[src/inc/rmh_pkg.sv]
// ****************************************************************
// constants of the host register port
// ****************************************************************
package rmh_pkg;

  localparam int          ADDR_W     = 7;
  localparam int          DATA_W     = 16;
  localparam int          NUM_WORDS  = 13;
  localparam int          SYNC_W     = 26;

  // ****************************************************************
  // register select codes
  // ****************************************************************
  localparam logic [6:0]  A_CMD1     = 7'h00;
  localparam logic [6:0]  A_CMD2     = 7'h01;
  localparam logic [6:0]  A_STATUS_ONE_UPPER     = 7'h00;
  localparam logic [6:0]  A_STATUS_ONE_LOWER     = 7'h01;
  localparam logic [6:0]  A_STATUS_TWO_UPPER     = 7'h02;
  localparam logic [6:0]  A_STATUS_TWO_LOWER     = 7'h03;
  localparam logic [6:0]  A_MSK1U    = 7'h04;
  localparam logic [6:0]  A_SHORT_INDIVIDUAL_ADDR     = 7'h08;
  localparam logic [6:0]  A_LAIH     = 7'h09;
  localparam logic [6:0]  A_LAGH     = 7'h0D;
  localparam logic [6:0]  A_MODE     = 7'h10;
  localparam logic [6:0]  A_STM      = 7'h11;
  localparam logic [6:0]  A_MIRU     = 7'h12;
  localparam logic [6:0]  A_MIRL     = 7'h13;

  // ****************************************************************
  // word indices inside the register file
  // ****************************************************************
  localparam logic [3:0]  W_MSK1U    = 4'h0;
  localparam logic [3:0]  W_MSK1L    = 4'h1;
  localparam logic [3:0]  W_MSK2U    = 4'h2;
  localparam logic [3:0]  W_MSK2L    = 4'h3;
  localparam logic [3:0]  W_SHORT_INDIVIDUAL_ADDR     = 4'h4;
  localparam logic [3:0]  W_LAIH     = 4'h5;
  localparam logic [3:0]  W_LONG_INDIVIDUAL_ADDR_HIGH     = 4'h6;
  localparam logic [3:0]  W_LONG_INDIVIDUAL_ADDR_LOW     = 4'h7;
  localparam logic [3:0]  W_SHORT_GROUP_ADDR     = 4'h8;
  localparam logic [3:0]  W_LAGH     = 4'h9;
  localparam logic [3:0]  W_LONG_GROUP_ADDR_HIGH     = 4'hA;
  localparam logic [3:0]  W_LONG_GROUP_ADDR_LOW     = 4'hB;
  localparam logic [3:0]  W_MODE     = 4'hC;

  localparam logic [15:0] WORD_RST   = 16'h0000;
  localparam logic [15:0] CMD_RST    = 16'h0000;
  localparam logic [1:0]  STRAP_WAIT = 2'h2;
  localparam logic        HOST_RD    = 1'b1;

  typedef enum {PS_STRAP, PS_IDLE, PS_STAGE, PS_HOLD} rmh_port_state_t;

  function automatic logic is_word(input logic [6:0] a);
    return (a >= A_MSK1U) && (a <= A_MODE);
  endfunction

  function automatic logic is_init_only(input logic [6:0] a);
    return (a >= A_SHORT_INDIVIDUAL_ADDR) && (a <= A_MODE);
  endfunction

  function automatic logic [3:0] word_idx(input logic [6:0] a);
    logic [6:0] d;
    d = a - A_MSK1U;
    return d[3:0];
  endfunction

endpackage

[src/hw/rmh_host_port.sv]
`timescale 1ns/10ps
module rmh_host_port (
  input  wire logic        core_clk_i,
  input  wire logic        nrst_i,
  input  wire logic        host_port_timing_strap_i,
  input  wire logic        host_access_i,
  input  wire logic        host_rw_i,
  input  wire logic [6:0]  host_reg_select_i,
  input  wire logic [15:0] host_data_bus_i,
  output logic      [15:0] host_data_bus_o,
  output logic             host_data_bus_oe_o,
  output logic             host_ack_o,
  input  wire logic        init_mode_i,
  input  wire logic [31:0] status_one_i,
  input  wire logic [31:0] status_two_i,
  input  wire logic [15:0] protocol_state_i,
  input  wire logic [31:0] mac_info_value_i,
  output logic      [15:0] command_one_o,
  output logic             command_one_stb_o,
  output logic      [15:0] command_two_o,
  output logic             command_two_stb_o,
  output logic             access_refused_o,
  output logic             host_sync_mode_o,
  output logic      [31:0] int_mask_one_o,
  output logic      [31:0] int_mask_two_o,
  output logic      [15:0] short_individual_addr_o,
  output logic      [47:0] long_individual_addr_o,
  output logic      [15:0] short_group_addr_o,
  output logic      [47:0] long_group_addr_o,
  output logic      [15:0] mode_one_o
);

  // ****************************************************************
  // pin synchronisation and strap capture
  // ****************************************************************
  logic [rmh_pkg::SYNC_W-1:0]                         pins_sync;
  logic                                               strb;
  logic                                               rw;
  logic [6:0]                                         sel;
  logic [15:0]                                        wd;
  logic [rmh_pkg::NUM_WORDS-1:0][rmh_pkg::DATA_W-1:0] words;
  logic [15:0]                                        rf_rdata;

  rmh_sync u_sync (
    .core_clk_i (core_clk_i),
    .nrst_i     (nrst_i),
    .async_i    ({host_port_timing_strap_i, host_access_i, host_rw_i, host_reg_select_i, host_data_bus_i}),
    .sync_o     (pins_sync)
  );

  rmh_pkg::rmh_port_state_t st_r;
  rmh_pkg::rmh_port_state_t st_nxt;
  logic [1:0]               cnt_r;
  logic [1:0]               cnt_nxt;
  logic                     smode_r;
  logic                     smode_nxt;

  always_comb begin
    if (smode_r) begin
      strb = host_access_i;
      rw   = host_rw_i;
      sel  = host_reg_select_i;
      wd   = host_data_bus_i;
    end else begin
      strb = pins_sync[24];
      rw   = pins_sync[23];
      sel  = pins_sync[22:16];
      wd   = pins_sync[15:0];
    end
  end

  // ****************************************************************
  // access decode
  // ****************************************************************
  logic        take;
  logic        take_wr;
  logic        wr_ok;
  logic        refuse;
  logic [15:0] ext;

  always_comb begin
    take    = (st_r == rmh_pkg::PS_IDLE) && strb;
    take_wr = take && (rw != rmh_pkg::HOST_RD);
    refuse  = take_wr && rmh_pkg::is_init_only(sel) && !init_mode_i;
    wr_ok   = take_wr && rmh_pkg::is_word(sel) && !refuse;
    unique case (sel)
      rmh_pkg::A_STATUS_ONE_UPPER: ext = status_one_i[31:16];
      rmh_pkg::A_STATUS_ONE_LOWER: ext = status_one_i[15:0];
      rmh_pkg::A_STATUS_TWO_UPPER: ext = status_two_i[31:16];
      rmh_pkg::A_STATUS_TWO_LOWER: ext = status_two_i[15:0];
      rmh_pkg::A_STM:  ext = protocol_state_i;
      rmh_pkg::A_MIRU: ext = mac_info_value_i[31:16];
      rmh_pkg::A_MIRL: ext = mac_info_value_i[15:0];
      default:         ext = 16'h0000;
    endcase
  end

  rmh_regfile u_regfile (
    .core_clk_i (core_clk_i),
    .nrst_i     (nrst_i),
    .wr_en_i    (wr_ok),
    .wr_idx_i   (rmh_pkg::word_idx(sel)),
    .wr_data_i  (wd),
    .rd_idx_i   (rmh_pkg::word_idx(sel)),
    .rd_data_o  (rf_rdata),
    .words_o    (words)
  );

  // ****************************************************************
  // port sequencer
  // ****************************************************************
  logic        s1_rd_r;
  logic        s1_rd_nxt;
  logic        s1_word_r;
  logic        s1_word_nxt;
  logic [15:0] s1_ext_r;
  logic [15:0] s1_ext_nxt;
  logic [15:0] dout_r;
  logic [15:0] dout_nxt;
  logic        oe_r;
  logic        oe_nxt;
  logic        ack_r;
  logic        ack_nxt;

  always_comb begin
    st_nxt      = st_r;
    cnt_nxt     = cnt_r;
    smode_nxt   = smode_r;
    s1_rd_nxt   = s1_rd_r;
    s1_word_nxt = s1_word_r;
    s1_ext_nxt  = s1_ext_r;
    dout_nxt    = dout_r;
    oe_nxt      = oe_r;
    ack_nxt     = ack_r;
    unique case (st_r)
      rmh_pkg::PS_STRAP: begin
        cnt_nxt = cnt_r + 2'h1;
        if (cnt_r == rmh_pkg::STRAP_WAIT) begin
          smode_nxt = pins_sync[25];
          st_nxt    = rmh_pkg::PS_IDLE;
        end
      end
      rmh_pkg::PS_IDLE: begin
        if (take) begin
          s1_rd_nxt   = (rw == rmh_pkg::HOST_RD);
          s1_word_nxt = rmh_pkg::is_word(sel);
          s1_ext_nxt  = ext;
          st_nxt      = rmh_pkg::PS_STAGE;
        end
      end
      rmh_pkg::PS_STAGE: begin
        dout_nxt = s1_word_r ? rf_rdata : s1_ext_r;
        oe_nxt   = s1_rd_r;
        ack_nxt  = 1'b1;
        st_nxt   = rmh_pkg::PS_HOLD;
      end
      rmh_pkg::PS_HOLD: begin
        if (!strb) begin
          oe_nxt  = 1'b0;
          ack_nxt = 1'b0;
          st_nxt  = rmh_pkg::PS_IDLE;
        end
      end
    endcase
  end

  always_ff @(posedge core_clk_i) begin
    if (!nrst_i) begin
      st_r      <= rmh_pkg::PS_STRAP;
      cnt_r     <= 2'h0;
      smode_r   <= 1'b0;
      s1_rd_r   <= 1'b0;
      s1_word_r <= 1'b0;
      s1_ext_r  <= 16'h0000;
      dout_r    <= 16'h0000;
      oe_r      <= 1'b0;
      ack_r     <= 1'b0;
    end else begin
      st_r      <= st_nxt;
      cnt_r     <= cnt_nxt;
      smode_r   <= smode_nxt;
      s1_rd_r   <= s1_rd_nxt;
      s1_word_r <= s1_word_nxt;
      s1_ext_r  <= s1_ext_nxt;
      dout_r    <= dout_nxt;
      oe_r      <= oe_nxt;
      ack_r     <= ack_nxt;
    end
  end

  // ****************************************************************
  // command issue and refusal flag
  // ****************************************************************
  logic [15:0] cmd1_r;
  logic [15:0] cmd1_nxt;
  logic [15:0] cmd2_r;
  logic [15:0] cmd2_nxt;
  logic        stb1_r;
  logic        stb1_nxt;
  logic        stb2_r;
  logic        stb2_nxt;
  logic        ref_r;
  logic        ref_nxt;

  always_comb begin
    stb1_nxt = take_wr && (sel == rmh_pkg::A_CMD1);
    stb2_nxt = take_wr && (sel == rmh_pkg::A_CMD2);
    cmd1_nxt = stb1_nxt ? wd : cmd1_r;
    cmd2_nxt = stb2_nxt ? wd : cmd2_r;
    ref_nxt  = refuse;
  end

  always_ff @(posedge core_clk_i) begin
    if (!nrst_i) begin
      cmd1_r <= rmh_pkg::CMD_RST;
      cmd2_r <= rmh_pkg::CMD_RST;
      stb1_r <= 1'b0;
      stb2_r <= 1'b0;
      ref_r  <= 1'b0;
    end else begin
      cmd1_r <= cmd1_nxt;
      cmd2_r <= cmd2_nxt;
      stb1_r <= stb1_nxt;
      stb2_r <= stb2_nxt;
      ref_r  <= ref_nxt;
    end
  end

  // ****************************************************************
  // outputs
  // ****************************************************************
  assign host_data_bus_o         = dout_r;
  assign host_data_bus_oe_o      = oe_r;
  assign host_ack_o              = ack_r;
  assign command_one_o           = cmd1_r;
  assign command_one_stb_o       = stb1_r;
  assign command_two_o           = cmd2_r;
  assign command_two_stb_o       = stb2_r;
  assign access_refused_o        = ref_r;
  assign host_sync_mode_o        = smode_r;
  assign int_mask_one_o          = {words[rmh_pkg::W_MSK1U], words[rmh_pkg::W_MSK1L]};
  assign int_mask_two_o          = {words[rmh_pkg::W_MSK2U], words[rmh_pkg::W_MSK2L]};
  assign short_individual_addr_o = words[rmh_pkg::W_SHORT_INDIVIDUAL_ADDR];
  assign long_individual_addr_o  = {words[rmh_pkg::W_LAIH], words[rmh_pkg::W_LONG_INDIVIDUAL_ADDR_HIGH], words[rmh_pkg::W_LONG_INDIVIDUAL_ADDR_LOW]};
  assign short_group_addr_o      = words[rmh_pkg::W_SHORT_GROUP_ADDR];
  assign long_group_addr_o       = {words[rmh_pkg::W_LAGH], words[rmh_pkg::W_LONG_GROUP_ADDR_HIGH], words[rmh_pkg::W_LONG_GROUP_ADDR_LOW]};
  assign mode_one_o              = words[rmh_pkg::W_MODE];
endmodule

[src/hw/rmh_sync.sv]
`timescale 1ns/10ps
// ****************************************************************
// two stage synchroniser for the host pins
// ****************************************************************
module rmh_sync (
  input  wire logic                       core_clk_i,
  input  wire logic                       nrst_i,
  input  wire logic [rmh_pkg::SYNC_W-1:0] async_i,
  output logic      [rmh_pkg::SYNC_W-1:0] sync_o
);

  logic [rmh_pkg::SYNC_W-1:0] meta_r;
  logic [rmh_pkg::SYNC_W-1:0] meta_nxt;
  logic [rmh_pkg::SYNC_W-1:0] sync_r;
  logic [rmh_pkg::SYNC_W-1:0] sync_nxt;

  always_comb begin
    meta_nxt = async_i;
    sync_nxt = meta_r;
  end

  always_ff @(posedge core_clk_i) begin
    if (!nrst_i) begin
      meta_r <= '0;
      sync_r <= '0;
    end else begin
      meta_r <= meta_nxt;
      sync_r <= sync_nxt;
    end
  end

  assign sync_o = sync_r;

endmodule

[src/hw/rmh_regfile.sv]
`timescale 1ns/10ps
// ****************************************************************
// read/write words: masks, addresses, mode
// ****************************************************************
module rmh_regfile (
  input  wire logic                                             core_clk_i,
  input  wire logic                                             nrst_i,
  input  wire logic                                             wr_en_i,
  input  wire logic [3:0]                                       wr_idx_i,
  input  wire logic [rmh_pkg::DATA_W-1:0]                       wr_data_i,
  input  wire logic [3:0]                                       rd_idx_i,
  output logic      [rmh_pkg::DATA_W-1:0]                       rd_data_o,
  output logic      [rmh_pkg::NUM_WORDS-1:0][rmh_pkg::DATA_W-1:0] words_o
);

  logic [rmh_pkg::NUM_WORDS-1:0][rmh_pkg::DATA_W-1:0] mem_r;
  logic [rmh_pkg::NUM_WORDS-1:0][rmh_pkg::DATA_W-1:0] mem_nxt;
  logic [rmh_pkg::DATA_W-1:0]                         rd_r;
  logic [rmh_pkg::DATA_W-1:0]                         rd_nxt;

  always_comb begin
    mem_nxt = mem_r;
    if (wr_en_i && (wr_idx_i < 4'(rmh_pkg::NUM_WORDS))) begin
      mem_nxt[wr_idx_i] = wr_data_i;
    end
    rd_nxt = rmh_pkg::WORD_RST;
    if (rd_idx_i < 4'(rmh_pkg::NUM_WORDS)) begin
      rd_nxt = mem_r[rd_idx_i];
    end
  end

  always_ff @(posedge core_clk_i) begin
    if (!nrst_i) begin
      mem_r <= {rmh_pkg::NUM_WORDS{rmh_pkg::WORD_RST}};
      rd_r  <= rmh_pkg::WORD_RST;
    end else begin
      mem_r <= mem_nxt;
      rd_r  <= rd_nxt;
    end
  end

  assign rd_data_o = rd_r;
  assign words_o   = mem_r;

endmodule

[config.mk]
export PLATFORM = sky130hd
export DESIGN_NAME = rmh_host_port
export DESIGN_NICKNAME = d
export VERILOG_FILES = /design/src/inc/rmh_pkg.sv /design/src/hw/rmh_host_port.sv /design/src/hw/rmh_sync.sv /design/src/hw/rmh_regfile.sv
export SDC_FILE = /design/constraint.sdc
export NUM_CORES = 1
export LEC_CHECK = 0
export BUFFER_PORTS_ARGS = -buffer_cell sky130_fd_sc_hd__buf_2
export CORE_MARGIN = 4
export CORE_UTILIZATION = 40
export CTS_CLUSTER_DIAMETER = 120
export CTS_CLUSTER_SIZE = 10
export DETAILED_ROUTE_END_ITERATION = 16
export GPL_TIMING_DRIVEN = 0
export PLACE_DENSITY = 0.75
export SLEW_MARGIN = 20
export SYNTH_ARGS = -nofsm -noshare
export SYNTH_HDL_FRONTEND = slang
export SYNTH_SLANG_ARGS = --single-unit
[constraint.sdc]
create_clock -name core_clk_i -period 3.1 [get_ports core_clk_i]
set_clock_uncertainty 0.2 [all_clocks]
set_input_delay 0.155 -clock core_clk_i [delete_from_list [all_inputs] [get_ports core_clk_i]]
set_output_delay 0.155 -clock core_clk_i [all_outputs]
set_load 0.02 [all_outputs]
==> results_dict.tcl <==
set metrics [dict create \
    dp_hpwl_mm 48.5 \
    drt_pass1_iterations 7 \
    finalCritPeriodShare 0.978 \
    wire_per_inst_um 24.9 \
    dieArea_mm2 0.0398 \
    worst_pin_slew_ns 1.20 \
    ys_types 51 \
    initial_core_util 0.408 \
    use_met3 0.0949 \
    use_met1 0.375 \
    h-tree-depth 2 \
    cts_tree "yes" \
    drt_iter0_drc 1371 \
    grt_overflow 0 \
    synth_fp_nets 1704 \
    crit_type "flop to flop" \
    antenna_found_initial 2 \
    p_leak_nw 8.40 \
    stdcell_area_mm2 0.0203 \
    core-area_mm2 0.0359 \
    io_buffers 401 \
    cp_max_fo 10 \
    synth_area_per_cell_um2 9.45 \
    hold_class "primary input to flop" \
    path_clk_slew_ns 0.06 \
    post-route-min-period_ns 3.03 \
    rsz0062_at_grt "yes" \
    power_mw 10.5 \
    outcome "complete, but fails checks" \
    hold_viol 1 \
    synth_edf_count 0 \
    grtUsageTotal 0.308 \
    syn_inst 1553 \
    yosysTopAreaCellShare 0.480 \
    drc 0 \
    required_ns 3.29 \
    async_reset_ff_frac 0 \
    violations "negative hold slack" \
    mostFrequentLayoutCells "buf_2, dfxtp_1, nand2_1" \
    fmax_mhz 330 \
    grt_max_degree 13 \
    cts_buffers 41 \
    end_kind "flop" \
    holdWs_ns -0.00462 \
    slew_viol_final 0 \
    maxSlewHeadroom 0.195 \
    ys_top_cells_by_area "dfxtp_1, mux2i_1, a22oi_1" \
    clockBufferDepth 3 \
    final_common_cell "buf_2" \
    syn-cell-area_mm2 0.0147 \
    synth_seq_cells 352 \
    rows 69 \
    final_antenna_net_count 0 \
    arrival_ns 3.22 \
    yosys_warnings 0 \
    grt_util_met2 0.500 \
    gp_congestion 0.959 \
    finalSetupViolations 0 \
    routed_via_density 5.77 \
    placed_cell_area_mm2 0.0174 \
    ir_worst_vdd_mv 0.401 \
    area_growth_pct 38.2 \
    wirelength_mm 65.0 \
    io_pins 403 \
    die_y_um 200 \
    cts.sinks 352 \
    dp.cells 2415 \
    fin_cells 2612 \
    grt_pass1_wl_mm 92.8 \
    cts_root_buffer "clkbuf_16" \
    maxCapViolations 0 \
    ys.flop_type "dfxtp_1" \
    drive_gt1_frac 0.273 \
    rrSetupSlack_ns 0.07 \
    busiest_layer "met2" \
    grt_pass1_vias 14697 \
    startpoint_type "flop" \
    yosysTopAreaCell "dfxtp_1" \
    clk_latency_ns 0.54 \
    power_density_mw_per_mm2 516 \
    die_w_um 200 \
    fin_setup_tns_ns 0 \
    yosysSeqAreaShare 0.480 \
    nets 2299 \
    vias 15078 \
]
state kept, by name, summed over array words and instances (netlist names):
name,count
u_regfile.words_o,208
u_sync.meta_r,26
u_sync.sync_o,26
command_one_o,16
command_two_o,16
host_data_bus_o,16
s1_ext_r,16
u_regfile.rd_data_o,16
cnt_r,2
st_r,2
access_refused_o,1
command_one_stb_o,1
command_two_stb_o,1
host_ack_o,1
host_data_bus_oe_o,1
host_sync_mode_o,1
s1_rd_r,1
s1_word_r,1
through the flow:
step	util	setup WS, ns	hold slack, ns
final	0.565	0.0677	-0.00462
after global routing	0.564	-0.0167	0.0269
after CTS	0.556	-0.00649	0.00558
after detailed placement	0.483	-0.896	0.170
after global placement	0.483	-0.863	0.167
after floorplan	-	0.0316	0.0767
where the power goes:
part / leakage (nW) / internal, mW / switching (mW)
Clock: 0.539 / 2.43 / 1.79
Combinational: 5.01 / 0.543 / 0.932
Sequential: 2.85 / 4.67 / 0.0801
Total: 8.40 / 7.65 / 2.81
final cells by class:
type | instances | area [um2]
Clock buffer | 43 | 1080
Clock inverter | 2 | 17.5
Multi-Input combinational cell | 1051 | 7170
Buffer | 140 | 783
Tap cell | 461 | 577
Antenna cell | 1 | 2.50
Inverter | 6 | 27.5
Timing Repair Buffer | 556 | 3570
Sequential cell | 352 | 7050
Fill cell | 3128 | 15600
routing by layer:
| metal | part of all wire | up-vias |
|---|---|---|
| li1 | - | 6734 |
| met1 | 0.39 | 7214 |
| met2 | 0.45 | 934 |
| met3 | 0.10 | 196 |
| met4 | 0.056 | 0 |
| met5 | 0 | - |
synthesized netlist by cell type, types with 3 or more instances:
cell,count
nor2_4,7
and2_1,56
nor3b_1,3
mux2_2,3
nand3_1,61
mux2i_1,200
ha_1,10
buf_1,13
a221oi_1,13
a21oi_1,71
o21ai_0,68
o211a_1,15
and3b_1,4
a31oi_1,9
buf_6,7
a211oi_1,69
o2111ai_2,3
a222oi_1,8
clkbuf_1,112
o22ai_1,5
nor4_1,3
buf_4,6
a22oi_1,109
buf_2,6
nand2_1,209
inv_1,5
o2111ai_1,3
nand2b_1,19
dfxtp_1,352
nor2_1,71
or2_2,5
worst paths after layout:
check / cells after the start / end / from
worst max-delay path: 13 / u_regfile.words_o[12] / host_sync_mode_o
worst min-delay path: 3 / u_regfile.words_o[79] / nrst_i
worst min register to register: 1 / u_sync.sync_o[19] / u_sync.meta_r[19]
worst max register to register: 13 / u_regfile.words_o[12] / host_sync_mode_o
worst max-delay path, stage by stage (launching register included):
cell	delay, ns
dfxtp_2	0.34
buf_8	0.13
mux2_4	0.32
buf_8	0.16
inv_6	0.09
buf_12	0.11
ha_4	0.16
o21ai_0	0.08
a22o_2	0.32
buf_12	0.16
o2111a_1	0.26
clkbuf_4	0.21
buf_6	0.19
mux2i_1	0.13
kinds of logic (layout without fill, tap and decap cells):
group                    count (synthesis)  in the layout  share of synthesized area
AO/OA/AOI/OAI                          386            386                      0.182
XOR/XNOR                                 1              1                   0.000597
adder cells (fa/ha/maj)                 10             10                    0.00853
buffers and inverters                  150            747                     0.0440
flip-flops                             352            352                      0.480
multiplexers                           205            205                      0.142
other                                    0              1                          0
AND/OR/NAND/NOR                        449            449                      0.143
timing repair:
action	4_1_cts	5_1_grt
gates cloned	0	1
hold endpoints to repair	80	1
setup buffers	11	20
pin swaps	11	6
setup endpoints to repair	274	225
hold buffers	122	1
resized for setup	69	43
Note: power is estimated with default switching activity, not from simulation.
